### src/rtl/power_stage_fault_supervisor_cfg.svh
`ifndef POWER_STAGE_FAULT_SUPERVISOR_CFG_SVH
`define POWER_STAGE_FAULT_SUPERVISOR_CFG_SVH

// ----------------------------------------
// timing
// ----------------------------------------
`define CLK_MHZ 125
`define SHORT_STEP_US 15000
`define SHORT_STEP_CYC (`SHORT_STEP_US * `CLK_MHZ)
`define HALF_BRIDGES 4

`endif

### src/rtl/power_stage_fault_supervisor_pkg.sv
package power_stage_fault_supervisor_pkg;
  typedef enum logic [1:0] {
    bridge_tied_cfg,
    parallel_bridge_cfg,
    single_ended_cfg,
    cfg_reserved
  } out_cfg_t;

  typedef enum logic [2:0] {
    st_wait_supply,
    st_check_gnd,
    st_check_supply,
    st_run
  } seq_state_t;
endpackage : power_stage_fault_supervisor_pkg

### src/rtl/power_stage_fault_supervisor.sv
`timescale 1ns/1ns
`include "power_stage_fault_supervisor_cfg.svh"

// Behaviour
// short check only at power-up start-up
// short seen: all bridges hi-z, wait
// two steps: ground first, then supply
// check step length is a parameter
// fault low, reset ignored during check
// reset never restarts the short check
// check skipped in single-ended mode
// bootstrap undervoltage disables own bridge only
// warnings low above 100 and 125 C
// above 155 C latched shutdown, fault low
// thermal latch cleared only by reset
// two-level variant single 125 C warning
// supply undervoltage: hi-z, fault, auto-recover
// power-on clears overload state
// reset low forces all bridges hi-z
// reset low: weak pulldown unless single-ended
// reset low holds fault output high
// reset rise clears overload, restarts switching
// controller waits 4 ms before reset release; the model waits HOLD_CYC cycles after the fault goes low
// overcurrent drives ready low
// controller plays audio only when ready
// trim tied to regulator: external clock
// overload and thermal latch, others recover
// fault and warnings are open-drain low
// comparator inputs synchronised before use
module power_stage_fault_supervisor #(
  parameter int STEP_CYC = `SHORT_STEP_CYC,
  parameter bit THREE_LEVEL = 1'b1
) (
  input wire logic sys_clk,
  input wire logic reset_n,
  input wire logic rst_pin_n,
  input wire power_stage_fault_supervisor_pkg::out_cfg_t out_cfg,
  input wire logic supply_present,
  input wire logic [`HALF_BRIDGES-1:0] gate_drive_supply_low,
  input wire logic common_supply_low,
  input wire logic [`HALF_BRIDGES-1:0] bootstrap_low,
  input wire logic temp_over_100,
  input wire logic temp_over_125,
  input wire logic temp_over_155,
  input wire logic overload_guard,
  input wire logic overcurrent_guard,
  input wire logic short_to_gnd,
  input wire logic short_to_supply,
  input wire logic freq_trim_pin,
  output logic [`HALF_BRIDGES-1:0] bridge_enable,
  output logic weak_pulldown,
  output logic fault_shutdown_n_oe,
  output logic temp_warn_low_n_oe,
  output logic temp_warn_high_n_oe,
  output logic temp_warn_n_oe,
  output logic ready,
  output logic osc_sync_pins_oe,
  output logic osc_run
);
  localparam int NB = `HALF_BRIDGES;
  localparam int SW = NB * 2 + 11;

  // ----------------------------------------
  // input synchronisers
  // ----------------------------------------
  logic [SW-1:0] raw_in;
  logic [SW-1:0] syn;
  assign raw_in = {rst_pin_n, supply_present, gate_drive_supply_low, common_supply_low,
                   bootstrap_low, temp_over_100, temp_over_125, temp_over_155,
                   overload_guard, overcurrent_guard, short_to_gnd, short_to_supply,
                   freq_trim_pin};
  input_sync #(.WIDTH(SW)) u_sync (
    .sys_clk(sys_clk),
    .reset_n(reset_n),
    .async_in(raw_in),
    .sync_out(syn)
  );
  logic s_rst_n, s_sup, s_cuv, s_t100, s_t125, s_t155, s_ol, s_oc, s_sg, s_ss, s_trim;
  logic [NB-1:0] s_guv, s_buv;
  assign {s_rst_n, s_sup, s_guv, s_cuv, s_buv, s_t100, s_t125, s_t155,
          s_ol, s_oc, s_sg, s_ss, s_trim} = syn;

  logic undervoltage_guard;
  assign undervoltage_guard = s_cuv | (|s_guv);

  // ----------------------------------------
  // start-up sequencer
  // ----------------------------------------
  power_stage_fault_supervisor_pkg::seq_state_t state, next_state;
  logic [31:0] step_cnt, next_step_cnt;
  logic check_done, next_check_done;
  logic thermal_trip, next_thermal_trip;
  logic ol_latch, next_ol_latch;
  logic rst_prev, next_rst_prev;
  logic in_check;
  logic se_mode;

  assign se_mode = (out_cfg == power_stage_fault_supervisor_pkg::single_ended_cfg);
  assign in_check = (state == power_stage_fault_supervisor_pkg::st_check_gnd) ||
                    (state == power_stage_fault_supervisor_pkg::st_check_supply);

  always_comb begin
    next_state = state;
    next_step_cnt = step_cnt;
    next_check_done = check_done;
    next_rst_prev = s_rst_n;
    case (state)
      power_stage_fault_supervisor_pkg::st_wait_supply: begin
        next_step_cnt = '0;
        if (s_sup && !undervoltage_guard) begin
          if (check_done || se_mode) begin
            next_state = power_stage_fault_supervisor_pkg::st_run;
            next_check_done = 1'b1;
          end else begin
            next_state = power_stage_fault_supervisor_pkg::st_check_gnd;
          end
        end
      end
      power_stage_fault_supervisor_pkg::st_check_gnd: begin
        if (s_sg) begin
          next_step_cnt = '0;
        end else if (step_cnt >= 32'(STEP_CYC - 1)) begin
          next_step_cnt = '0;
          next_state = power_stage_fault_supervisor_pkg::st_check_supply;
        end else begin
          next_step_cnt = step_cnt + 32'd1;
        end
      end
      power_stage_fault_supervisor_pkg::st_check_supply: begin
        if (s_ss) begin
          next_step_cnt = '0;
        end else if (step_cnt >= 32'(STEP_CYC - 1)) begin
          next_step_cnt = '0;
          next_check_done = 1'b1;
          next_state = power_stage_fault_supervisor_pkg::st_run;
        end else begin
          next_step_cnt = step_cnt + 32'd1;
        end
      end
      power_stage_fault_supervisor_pkg::st_run: begin
        if (!s_sup) begin
          next_state = power_stage_fault_supervisor_pkg::st_wait_supply;
        end
      end
      default: begin
        next_state = power_stage_fault_supervisor_pkg::st_wait_supply;
      end
    endcase
  end

  // ----------------------------------------
  // latched protections
  // ----------------------------------------
  always_comb begin
    next_thermal_trip = thermal_trip;
    next_ol_latch = ol_latch;
    if (!in_check && !s_rst_n) begin
      next_thermal_trip = 1'b0;
    end
    if (!in_check && s_rst_n && !rst_prev) begin
      next_ol_latch = 1'b0;
    end
    if (s_t155) begin
      next_thermal_trip = 1'b1;
    end
    if (s_ol && state == power_stage_fault_supervisor_pkg::st_run) begin
      next_ol_latch = 1'b1;
    end
  end

  always_ff @(posedge sys_clk or negedge reset_n) begin
    if (!reset_n) begin
      state <= power_stage_fault_supervisor_pkg::st_wait_supply;
      step_cnt <= '0;
      check_done <= 1'b0;
      thermal_trip <= 1'b0;
      ol_latch <= 1'b0;
      rst_prev <= 1'b0;
    end else begin
      state <= next_state;
      step_cnt <= next_step_cnt;
      check_done <= next_check_done;
      thermal_trip <= next_thermal_trip;
      ol_latch <= next_ol_latch;
      rst_prev <= next_rst_prev;
    end
  end

  // ----------------------------------------
  // outputs
  // ----------------------------------------
  logic group_off;
  logic rst_active;
  logic [NB-1:0] next_bridge_enable;
  logic next_pulldown, next_fault_oe, next_ready;

  assign rst_active = !s_rst_n && !in_check;
  assign group_off = (state != power_stage_fault_supervisor_pkg::st_run) ||
                     thermal_trip || ol_latch || undervoltage_guard || rst_active;

  always_comb begin
    next_bridge_enable = group_off ? '0 : ~s_buv;
    next_pulldown = rst_active && !se_mode;
    if (rst_active) begin
      next_fault_oe = 1'b0;
    end else begin
      next_fault_oe = in_check || thermal_trip || ol_latch || undervoltage_guard;
    end
    next_ready = !group_off && !s_oc;
  end

  always_ff @(posedge sys_clk or negedge reset_n) begin
    if (!reset_n) begin
      bridge_enable <= '0;
      weak_pulldown <= 1'b0;
      fault_shutdown_n_oe <= 1'b0;
      temp_warn_low_n_oe <= 1'b0;
      temp_warn_high_n_oe <= 1'b0;
      temp_warn_n_oe <= 1'b0;
      ready <= 1'b0;
      osc_sync_pins_oe <= 1'b0;
      osc_run <= 1'b0;
    end else begin
      bridge_enable <= next_bridge_enable;
      weak_pulldown <= next_pulldown;
      fault_shutdown_n_oe <= next_fault_oe;
      temp_warn_low_n_oe <= THREE_LEVEL && (s_t100 || s_t125);
      temp_warn_high_n_oe <= THREE_LEVEL && s_t125;
      temp_warn_n_oe <= !THREE_LEVEL && s_t125;
      ready <= next_ready;
      osc_sync_pins_oe <= !s_trim;
      osc_run <= !s_trim;
    end
  end
endmodule : power_stage_fault_supervisor

### src/rtl/input_sync.sv
`timescale 1ns/1ns
module input_sync #(
  parameter int WIDTH = 1
) (
  input wire logic sys_clk,
  input wire logic reset_n,
  input wire logic [WIDTH-1:0] async_in,
  output logic [WIDTH-1:0] sync_out
);
  logic [WIDTH-1:0] stage1;
  always_ff @(posedge sys_clk or negedge reset_n) begin
    if (!reset_n) begin
      stage1 <= '0;
      sync_out <= '0;
    end else begin
      stage1 <= async_in;
      sync_out <= stage1;
    end
  end
endmodule : input_sync

### config.mk
export PLATFORM = sky130hd
export DESIGN_NAME = power_stage_fault_supervisor
export DESIGN_NICKNAME = d
export VERILOG_FILES = /design/src/rtl/power_stage_fault_supervisor_pkg.sv /design/src/rtl/power_stage_fault_supervisor.sv /design/src/rtl/input_sync.sv
export VERILOG_INCLUDE_DIRS = /design/src /design/src/rtl
export SDC_FILE = /design/constraint.sdc
export NUM_CORES = 1
export LEC_CHECK = 0
export BUFFER_PORTS_ARGS = -buffer_cell sky130_fd_sc_hd__buf_2
export CORE_UTILIZATION = 60
export DETAILED_ROUTE_END_ITERATION = 7
export GPL_TIMING_DRIVEN = 0
export PLACE_DENSITY = 0.92
export RECOVER_POWER = 50
export REMOVE_ABC_BUFFERS = 1
export SLEW_MARGIN = 20
export SYNTH_ARGS = -nofsm -noshare
export SYNTH_HDL_FRONTEND = slang
export SYNTH_SLANG_ARGS = --single-unit
### constraint.sdc
create_clock -name sys_clk -period 2.95 [get_ports sys_clk]
set_input_delay 0.1475 -clock sys_clk [delete_from_list [all_inputs] [get_ports sys_clk]]
set_output_delay 0.1475 -clock sys_clk [all_outputs]
set_load 0.05 [all_outputs]
==> flow_metrics.env, run 1 <==
export IMPL_cp_slowest_cell="sky130_fd_sc_hd__o311ai_1"
export IMPL_setup_tns_final_ns=0
export IMPL_status="complete, no violations"
export IMPL_die_height_um=74.9
export IMPL_grt_first_pass_wirelength_mm=10.1
export IMPL_crit_arrival_ns=3.12
export IMPL_dpl_hpwl_mm=3.67
export IMPL_clkLatencyLatePin_ns=0.36
export IMPL_worst_ep_required_time_ns=3.18
export IMPL_count_of_synthesis_stage_warnings_from_yosys=0
export IMPL_final_hold_viol_count=0
export IMPL_synth_seq_cells=86
export IMPL_io_pins=35
export IMPL_critical_path_top_delay_family="compound AO/OA/AOI/OAI gates"
export IMPL_grt_antenna_before_repair=0
export IMPL_diode_count=0
export IMPL_rr_startpoint="step_cnt[0]$_DFFE_PN0P_"
export IMPL_synth_cell_area_um2=3190
export IMPL_cp_buffers_inverters=0
export IMPL_final_util=0.745
export IMPL_setup_viol=0
export IMPL_chipWidth_um=74.9
export IMPL_asyncSetResetFlopFracSynth=1.00
export IMPL_timing_setup_critical_path_class="reg -> reg"
export IMPL_postLayoutSetupSlackWorst_ns=0.0683
export IMPL_critPathMaxStageDelay_ns=0.95
export IMPL_dr_pass1_iters=6
export IMPL_most_common_cell_after_layout_fill_and_taps_aside="sky130_fd_sc_hd__dfrtp_1"
export IMPL_timing_reg2reg_setup_slack_ns=0.07
export IMPL_postRouteAntennaNets=0
export IMPL_worstSetupStartpointType="register"
export IMPL_wl_per_cell_um=17.4
export IMPL_post_layout_min_period_ns=2.88
export IMPL_finalWeightedCongestion=0.772
export IMPL_worstHoldPathCells=3
export IMPL_grtUsageTotal=0.258
export IMPL_clk_tree_root_cell="sky130_fd_sc_hd__clkbuf_8"
export IMPL_synth_enable_flop_cells=0
export IMPL_yosys_most_used_dff="sky130_fd_sc_hd__dfrtp_1"
export IMPL_post_cts_setup_buffers=0
export IMPL_clkSlewWorstSetupHoldPaths_ns=0.09
export IMPL_timing_max_transition_violations_final=0
export IMPL_timing_critical_path_fanout_max=5
export IMPL_crit_path_end_kind="register"
export IMPL_timing_hold_worst_start="out_cfg[0]"
export IMPL_clock_tree_buffer_depth=2
export IMPL_leakagePower_nw=1.77
export IMPL_num_fill_cells=304
export IMPL_number_of_global_route_vias_before_repair=2083
export IMPL_synth_cells=257
export IMPL_numCtsBuffers=9
export IMPL_number_of_nets_in_the_layout=341
export IMPL_grt_overflow_total=0
export IMPL_grt_max_degree=65
export IMPL_die_area_um2=5610
export IMPL_post_synth_num_cell_types=40
export IMPL_numClockSinks=86
export IMPL_drive_above_1_share=0.161
export IMPL_detail_route_vias_per_cell=5.96
export IMPL_first_iter_violations=199
export IMPL_worst_r2r_cell_count=7
export IMPL_final_period_utilization=0.977
export IMPL_initial_utilization=0.624
export IMPL_design_core_area_um2=5110
export IMPL_area_delta_synth_final_pct=19.4
export IMPL_timing_max_cap_violations=0
export IMPL_pre_cts_slack_ns=0.117
export IMPL_vias=2306
export IMPL_ctsHtreeMaxLevel=3
export IMPL_numPortBuffers=33
export IMPL_timing_clock_skew_ns=0.0147
export IMPL_finalWirelength_mm=6.72
export IMPL_max_frequency_mhz=347
export IMPL_timing_rr_end="state[0]$_DFFE_PN0P_"
export IMPL_power_per_cell_area_nw_per_um2=714
export IMPL_worstPathCellList="ha_1 > a21o_1 > a31oi_1 > o311ai_1 > nand3b_1 > a221o_1 > mux2i_1"
export IMPL_hold_path_endpoint="weak_pulldown$_DFF_PN0_"
export IMPL_layout_cells_most_common_list="86 x sky130_fd_sc_hd__dfrtp_1, 31 x sky130_fd_sc_hd__buf_2, 20 x sky130_fd_sc_hd__dlygate4sd3_1"
export IMPL_grt_setup_unrepaired="no"
export IMPL_cts_tree="yes"
export IMPL_totalPowerFinal_w=0.00272
export IMPL_peakVddDrop_mv=0.456
export IMPL_syn_area_per_cell_um2=12.4
export IMPL_detailed_place_area_um2=3410
export IMPL_worst_hold_path_type="in -> reg"
export IMPL_slew_headroom=0.115
export IMPL_max_slew_worst_pin_slew_ns=1.33
export IMPL_stdcell_area_um2=3810
export IMPL_floorplan_rows=26
export IMPL_drc=0
export IMPL_synth_seq_area_share=0.675
-- power breakdown --
part / leakage (nW) / internal [W] / switching, W / total (W)
clock: 0.0931 / 0.000386 / 0.000392 / 0.000778
sequential: 1.08 / 0.00125 / 0.0000440 / 0.00130
combinational: 0.595 / 0.000206 / 0.000437 / 0.000643
-- cells by family (layout without fill, tap and decap cells) --
group,Yosys count,count (layout),share of synthesized area
and+or+nand+nor,86,86,0.141
buffers and inverters,17,76,0.0298
DFF,86,86,0.675
adders and majority gates,5,5,0.0196
AOI/OAI and AO/OA,58,59,0.120
other,1,1,0.00118
muxes,4,4,0.0130
-- cell type report --
type                            instances  area, um2  share of cell area
Clock buffer                           11        131              0.0345
Clock inverter                          4       48.8              0.0128
Inverter                                7       30.0             0.00789
Multi-Input combinational cell        155        966               0.254
Sequential cell                        86       2150               0.565
Tap cell                               70       87.6              0.0230
Timing Repair Buffer                   54        390               0.103
-- how the worst max path moves through the flow --
stage / start / endpoint / slack, ns / cells past startpoint
detailed placement: state[0]$_DFFE_PN0P_ / step_cnt[10]$_DFFE_PN0P_ / 0.12 / 6
global placement: state[0]$_DFFE_PN0P_ / step_cnt[15]$_DFFE_PN0P_ / -0.14 / 6
floorplan: step_cnt[9]$_DFFE_PN0P_ / step_cnt[15]$_DFFE_PN0P_ / 0.41 / 6
CTS: state[0]$_DFFE_PN0P_ / step_cnt[6]$_DFFE_PN0P_ / 0.02 / 6
global route: step_cnt[0]$_DFFE_PN0P_ / state[1]$_DFFE_PN0P_ / 0.05 / 7
finish: step_cnt[0]$_DFFE_PN0P_ / state[0]$_DFFE_PN0P_ / 0.07 / 7
-- registers in the layout, summed over array words and instances (netlist names) --
signal,flops
state,2
fault_shutdown_n_oe,1
step_cnt,32
check_done,1
osc_run,1
u_sync.sync_out,19
thermal_trip,1
temp_warn_high_n_oe,1
ready,1
u_sync.stage1,19
rst_prev,1
ol_latch,1
weak_pulldown,1
bridge_enable,4
temp_warn_low_n_oe,1
-- worst min-delay path: cells and delay by family --
kind | cells | cell delay, ns
AND/OR/NAND/NOR | 2 | 0.22
buffers and inverters | 1 | 0.07
-- metal layers --
layer	share of wire	vias up	track usage
met5	0	-	0
met3	0.068	32	0.0535
li1	-	1022	-
met4	0.049	0	0.193
met2	0.49	139	0.397
met1	0.39	1113	0.326
-- through the flow --
step | cells | hold slack [ns]
after floorplan | 247 | -0.148
after global placement | 350 | 0.256
after detailed placement | 351 | 0.0683
after CTS | 386 | 0.0969
after global routing | 387 | 0.122
final | 387 | 0.131
-- repair_timing --
| item | 4_1_cts | 5_1_grt |
|---|---|---|
| hold buffers | 20 | 0 |
| setup endpoints to repair | 0 | 20 |
| hold endpoints to repair | 41 | 0 |
| gates resized for setup | 0 | 3 |
-- Yosys cell counts, types with 3 or more instances --
cell / instances / area (um2)
sky130_fd_sc_hd__dfrtp_1: 86 / 2150
sky130_fd_sc_hd__nand2_1: 17 / 63.8
sky130_fd_sc_hd__a31oi_1: 16 / 100
sky130_fd_sc_hd__nor2_1: 15 / 56.3
sky130_fd_sc_hd__a21oi_1: 13 / 65.1
sky130_fd_sc_hd__and2_1: 12 / 75.1
sky130_fd_sc_hd__nand3_1: 12 / 60.1
sky130_fd_sc_hd__and3_1: 7 / 43.8
sky130_fd_sc_hd__inv_1: 7 / 26.3
sky130_fd_sc_hd__nand2b_1: 6 / 37.5
sky130_fd_sc_hd__o21ai_0: 6 / 30.0
sky130_fd_sc_hd__a41oi_1: 5 / 43.8
sky130_fd_sc_hd__ha_1: 5 / 62.6
sky130_fd_sc_hd__a21o_1: 4 / 30.0
sky130_fd_sc_hd__a22o_1: 4 / 35.0
sky130_fd_sc_hd__clkbuf_1: 4 / 15.0
sky130_fd_sc_hd__buf_6: 3 / 33.8
sky130_fd_sc_hd__mux2i_1: 3 / 30.0
sky130_fd_sc_hd__nand4_1: 3 / 18.8
sky130_fd_sc_hd__nor4_1: 3 / 18.8
Note: power is estimated with default switching activity, not from simulation.
==> inputs of run 2 (changes only) <==
Settings changed: MAX_ROUTING_LAYER set to met4, SKIP_CTS_REPAIR_TIMING set to 1.
==> run 2 against run 1 <==
Net effect: die area is the same; global-route usage shrank 1.8 points; sequential share of layout area is essentially flat; setup slack gained 0.067 ns.
==> flow_metrics.env, run 2 (same netlist as run 1, synthesis figures left out) <==
export IMPL_worst_hold_path_type="in -> reg"
export IMPL_timing_clock_skew_ns=0.0140
export IMPL_io_pins=35
export IMPL_clkLatencyLatePin_ns=0.36
export IMPL_number_of_global_route_vias_before_repair=1941
export IMPL_numClockSinks=86
export IMPL_timing_max_transition_violations_final=0
export IMPL_finalNonFillerCells=387
export IMPL_finalWirelength_mm=6.66
export IMPL_detail_route_vias_per_cell=5.96
export IMPL_ctsHtreeMaxLevel=3
export IMPL_most_common_cell_after_layout_fill_and_taps_aside="sky130_fd_sc_hd__dfrtp_1"
export IMPL_largest_registers="step_cnt x32, u_sync.stage1 x19, u_sync.sync_out x19"
export IMPL_grt_max_degree=65
export IMPL_largest_register_ff_count=32
export IMPL_grt_met2_usage=0.349
export IMPL_number_of_nets_in_the_layout=341
export IMPL_use_met1=0.294
export IMPL_clkSlewWorstSetupHoldPaths_ns=0.09
export IMPL_finalWeightedCongestion=0.782
export IMPL_drive_above_1_share=0.158
export IMPL_final_period_utilization=0.954
export IMPL_diode_count=0
export IMPL_timing_max_cap_violations=0
export IMPL_cts_tree="yes"
export IMPL_grt_first_pass_wirelength_mm=9.15
export IMPL_hold_ws_ns=0.116
export IMPL_area_delta_synth_final_pct=19.4
export IMPL_post_layout_min_period_ns=2.81
export IMPL_chipWidth_um=74.9
export IMPL_clk_tree_root_cell="sky130_fd_sc_hd__clkbuf_8"
export IMPL_drc=0
export IMPL_timing_setup_critical_path_class="reg -> reg"
export IMPL_worst_ep_required_time_ns=3.19
export IMPL_dr_pass1_iters=5
export IMPL_numCtsBuffers=9
export IMPL_floorplan_rows=26
export IMPL_total_placed_cells_including_tap_cells=351
export IMPL_max_frequency_mhz=355
export IMPL_final_hold_viol_count=0
export IMPL_stdcell_area_um2=3800
export IMPL_vias=2306
export IMPL_die_area_um2=5610
export IMPL_die_height_um=74.9
export IMPL_dpl_hpwl_mm=3.67
export IMPL_peakVddDrop_mv=0.455
export IMPL_power_per_cell_area_nw_per_um2=712
export IMPL_worstSetupStartpointType="register"
export IMPL_crit_path_end_kind="register"
export IMPL_layout_cells_most_common_list="86 x sky130_fd_sc_hd__dfrtp_1, 31 x sky130_fd_sc_hd__buf_2, 20 x sky130_fd_sc_hd__dlygate4sd3_1"
export IMPL_slew_headroom=0.121
export IMPL_grtUsageTotal=0.240
export IMPL_max_slew_worst_pin_slew_ns=1.32
export IMPL_first_iter_violations=235
export IMPL_numPortBuffers=33
export IMPL_met3_usage=0.0549
export IMPL_status="complete, no violations"
export IMPL_initial_utilization=0.624
export IMPL_detailed_place_area_um2=3410
export IMPL_grt_overflow_total=0
export IMPL_grt_busiest_layer="met2"
export IMPL_leakagePower_nw=1.77
export IMPL_timing_critical_path_fanout_max=22
export IMPL_setup_viol=0
export IMPL_totalPowerFinal_w=0.00271
export IMPL_design_core_area_um2=5110
export IMPL_crit_arrival_ns=3.06
export IMPL_clock_tree_buffer_depth=2
export IMPL_max_flop_register="step_cnt"
export IMPL_postRouteAntennaNets=0
export IMPL_num_fill_cells=307
export IMPL_wl_per_cell_um=17.2
export IMPL_grt_antenna_before_repair=0
-- run 2: area by class of cell --
cell class              instances  area (um2)  share of cell area
inverters                       7        30.0             0.00789
clock buffers                  11         131              0.0345
multi-input cells             155         963               0.253
repair buffers                 54         390               0.103
flip-flops and latches         86        2150               0.566
clock inverters                 4        48.8              0.0128
well taps                      70        87.6              0.0230
-- run 2: where the power goes --
group / internal, W / switching (W)
combinational: 0.000203 / 0.000433
clock: 0.000386 / 0.000392
sequential: 0.00125 / 0.0000413
-- run 2: through the flow --
step	TNS, ns	worst slack (ns)	utilization
final	0	0.136	0.745
after floorplan	0	0.410	-
after global routing	-0.0277	-0.0277	0.745
after global placement	-1.11	-0.136	0.660
after CTS	0	0.0220	0.703
after detailed placement	0	0.117	0.667
-- run 2: worst paths after layout --
kind                                            start                            to  slack [ns]  cells past startpoint
setup reg to reg                 state[1]$_DFFE_PN0P_       step_cnt[4]$_DFFE_PN0P_        0.14                      6
hold / removal                             out_cfg[0]       weak_pulldown$_DFF_PN0_        0.12                      3
max in group asynchronous                     reset_n    u_sync.stage1[6]$_DFF_PN0_        1.43                      3
hold reg to reg            u_sync.stage1[7]$_DFF_PN0_  u_sync.sync_out[7]$_DFF_PN0_        0.35                      0
min in group asynchronous                     reset_n      step_cnt[18]$_DFFE_PN0P_        0.60                      2
setup / recovery                 state[1]$_DFFE_PN0P_       step_cnt[4]$_DFFE_PN0P_        0.14                      6
-- run 2: critical path: stages (launching register included) --
cell and delay (ns):
sky130_fd_sc_hd__dfrtp_1 0.39, sky130_fd_sc_hd__ha_1 0.73, sky130_fd_sc_hd__clkinvlp_4 0.60, sky130_fd_sc_hd__nand3_1 0.36, sky130_fd_sc_hd__a21oi_4 0.15, sky130_fd_sc_hd__a21o_1 0.24, sky130_fd_sc_hd__a22o_1 0.23
-- run 2: routing by layer --
metal | up-vias | share of wire | wire [um]
met5 | - | 0 | 0
met4 | 0 | 0.048 | 322
met3 | 35 | 0.050 | 334
met2 | 104 | 0.49 | 3250
met1 | 1144 | 0.41 | 2760
li1 | 1023 | - | -
==> inputs of run 3 (changes only) <==
Settings changed: MAX_ROUTING_LAYER met4 to unset.
==> run 3 against run 2 <==
Net effect: non-clock buffer count unchanged; clock power about the same; first-iteration DRC count decreased by 16%; sequential cell count unchanged.
==> flow_metrics.env, run 3 (same netlist as run 1, synthesis figures left out) <==
export IMPL_slew_headroom=0.108
export IMPL_numPortBuffers=33
export IMPL_floorplan_rows=26
export IMPL_numCtsBuffers=9
export IMPL_worst_ep_required_time_ns=3.19
export IMPL_critical_path_top_delay_family="adder cells"
export IMPL_timing_rr_end="step_cnt[4]$_DFFE_PN0P_"
export IMPL_diode_count=0
export IMPL_setup_tns_final_ns=0
export IMPL_layout_cells_most_common_list="86 x sky130_fd_sc_hd__dfrtp_1, 31 x sky130_fd_sc_hd__buf_2, 20 x sky130_fd_sc_hd__dlygate4sd3_1"
export IMPL_initial_utilization=0.624
export IMPL_cp_buffers_inverters=1
export IMPL_numClockSinks=86
export IMPL_detail_route_wirelength_met1_mm=2.76
export IMPL_grt_overflow_total=0
export IMPL_grt_setup_unrepaired="no"
export IMPL_setup_viol=0
export IMPL_final_util=0.745
export IMPL_vias=2311
export IMPL_timing_max_transition_violations_final=0
export IMPL_switching_share=0.320
export IMPL_max_slew_worst_pin_slew_ns=1.34
export IMPL_grt_antenna_before_repair=0
export IMPL_switching_power_w=0.000868
export IMPL_worstSetupStartpointType="register"
export IMPL_clock_tree_buffer_depth=2
export IMPL_peakVddDrop_mv=0.455
export IMPL_finalNonFillerCells=387
export IMPL_drive_above_1_share=0.158
export IMPL_wl_per_cell_um=17.3
export IMPL_clkLatencyLatePin_ns=0.36
export IMPL_grtUsageTotal=0.233
export IMPL_timing_clock_skew_ns=0.0137
export IMPL_timing_setup_critical_path_class="reg -> reg"
export IMPL_route_met2_wl_mm=3.21
export IMPL_top_signal_layer_used="met4"
export IMPL_dr_pass1_iters=5
export IMPL_cp_slowest_cell="sky130_fd_sc_hd__ha_1"
export IMPL_final_period_utilization=0.953
export IMPL_number_of_nets_in_the_layout=341
export IMPL_totalPowerFinal_w=0.00271
export IMPL_seq_area_um2=2150
export IMPL_power_per_cell_area_nw_per_um2=712
export IMPL_clk_tree_root_cell="sky130_fd_sc_hd__clkbuf_8"
export IMPL_crit_path_end_kind="register"
export IMPL_finalWeightedCongestion=0.772
export IMPL_critPathMaxStageDelay_ns=0.73
export IMPL_number_of_global_route_vias_before_repair=1947
export IMPL_design_core_area_um2=5110
export IMPL_crit_path_start="state[1]$_DFFE_PN0P_"
export IMPL_part_of_the_power_in_registers=0.477
export IMPL_detail_route_vias_per_cell=5.97
export IMPL_worstPathCellList="ha_1 > clkinvlp_4 > nand3_1 > a21oi_4 > a21o_1 > a22o_1"
export IMPL_area_delta_synth_final_pct=19.4
export IMPL_power_combinational_fraction=0.235
export IMPL_postRouteAntennaNets=0
export IMPL_post_layout_min_period_ns=2.81
export IMPL_num_fill_cells=307
export IMPL_die_height_um=74.9
export IMPL_worst_r2r_cell_count=6
export IMPL_max_flop_register="step_cnt"
export IMPL_max_frequency_mhz=356
export IMPL_route_met3_wl_um=371
export IMPL_timing_critical_path_fanout_max=22
export IMPL_timing_reg2reg_setup_slack_ns=0.14
export IMPL_final_hold_viol_count=0
export IMPL_chipWidth_um=74.9
export IMPL_dpl_hpwl_mm=3.67
export IMPL_timing_hold_worst_start="out_cfg[0]"
export IMPL_leakagePower_nw=1.77
export IMPL_grt_max_degree=65
export IMPL_io_pins=35
export IMPL_rr_startpoint="state[1]$_DFFE_PN0P_"
export IMPL_intPower_w=0.00184
export IMPL_die_area_um2=5610
export IMPL_grt_first_pass_wirelength_mm=9.15
export IMPL_crit_arrival_ns=3.06
export IMPL_total_placed_cells_including_tap_cells=351
export IMPL_largest_registers="step_cnt x32, u_sync.stage1 x19, u_sync.sync_out x19"
export IMPL_status="complete, no violations"
export IMPL_ctsHtreeMaxLevel=3
export IMPL_finalWirelength_mm=6.70
export IMPL_first_iter_violations=198
export IMPL_worst_hold_path_type="in -> reg"
export IMPL_cts_tree="yes"
export IMPL_multi_input_comb_area_um2=963
export IMPL_largest_register_ff_count=32
export IMPL_clkSlewWorstSetupHoldPaths_ns=0.09
export IMPL_pwr_share_clk=0.288
export IMPL_timing_max_cap_violations=0
export IMPL_worstHoldPathCells=3
export IMPL_hold_path_endpoint="weak_pulldown$_DFF_PN0_"
export IMPL_most_common_cell_after_layout_fill_and_taps_aside="sky130_fd_sc_hd__dfrtp_1"
export IMPL_drc=0
[run 3: final cells by class]
class / instances / area share
inverter: 7 / 0.00789
timing repair buffer: 54 / 0.103
clock buffer: 11 / 0.0345
tap: 70 / 0.0230
clock inverter: 4 / 0.0128
multi-input combinational: 155 / 0.253
sequential: 86 / 0.566
[run 3: worst max-delay path by stage]
stage / end / slack (ns) / cells past startpoint
after floorplan: step_cnt[15]$_DFFE_PN0P_ / 0.41 / 6
after global placement: step_cnt[15]$_DFFE_PN0P_ / -0.14 / 6
after detailed placement: step_cnt[10]$_DFFE_PN0P_ / 0.12 / 6
after CTS: step_cnt[6]$_DFFE_PN0P_ / 0.02 / 6
after global routing: step_cnt[4]$_DFFE_PN0P_ / 0.01 / 6
final: step_cnt[4]$_DFFE_PN0P_ / 0.14 / 6
[run 3: metrics by stage]
step | hold WS (ns) | setup WS [ns] | instance area, um2
2_1_floorplan | -0.148 | 0.410 | 3120
3_3_place_gp | 0.256 | -0.136 | 3370
3_5_place_dp | 0.0683 | 0.117 | 3410
4_1_cts | -0.314 | 0.0220 | 3590
5_1_grt | 0.118 | 0.00969 | 3800
6_report | 0.119 | 0.139 | 3800
[run 3: tightest hold or removal path, delay by kind of cell]
kind / cells / cell delay, ns
and+or+nand+nor: 2 / 0.21
buffers and inverters: 1 / 0.07
[run 3: per-layer routing]
layer / up-vias / GRT usage
met5: - / 0
met4: 0 / 0.182
met3: 38 / 0.0549
met2: 122 / 0.345
met1: 1127 / 0.298
li1: 1024 / -
[run 3: power by group through the flow]
stage	Clock [W]	Combinational (W)	Sequential, W
after detailed placement	0	0.000552	0.00131
after floorplan	0	0.000343	0.00135
after CTS	0.000781	0.000575	0.00129
after global routing	0.000825	0.000682	0.00130
final	0.000780	0.000636	0.00129
after global placement	0	0.000511	0.00131
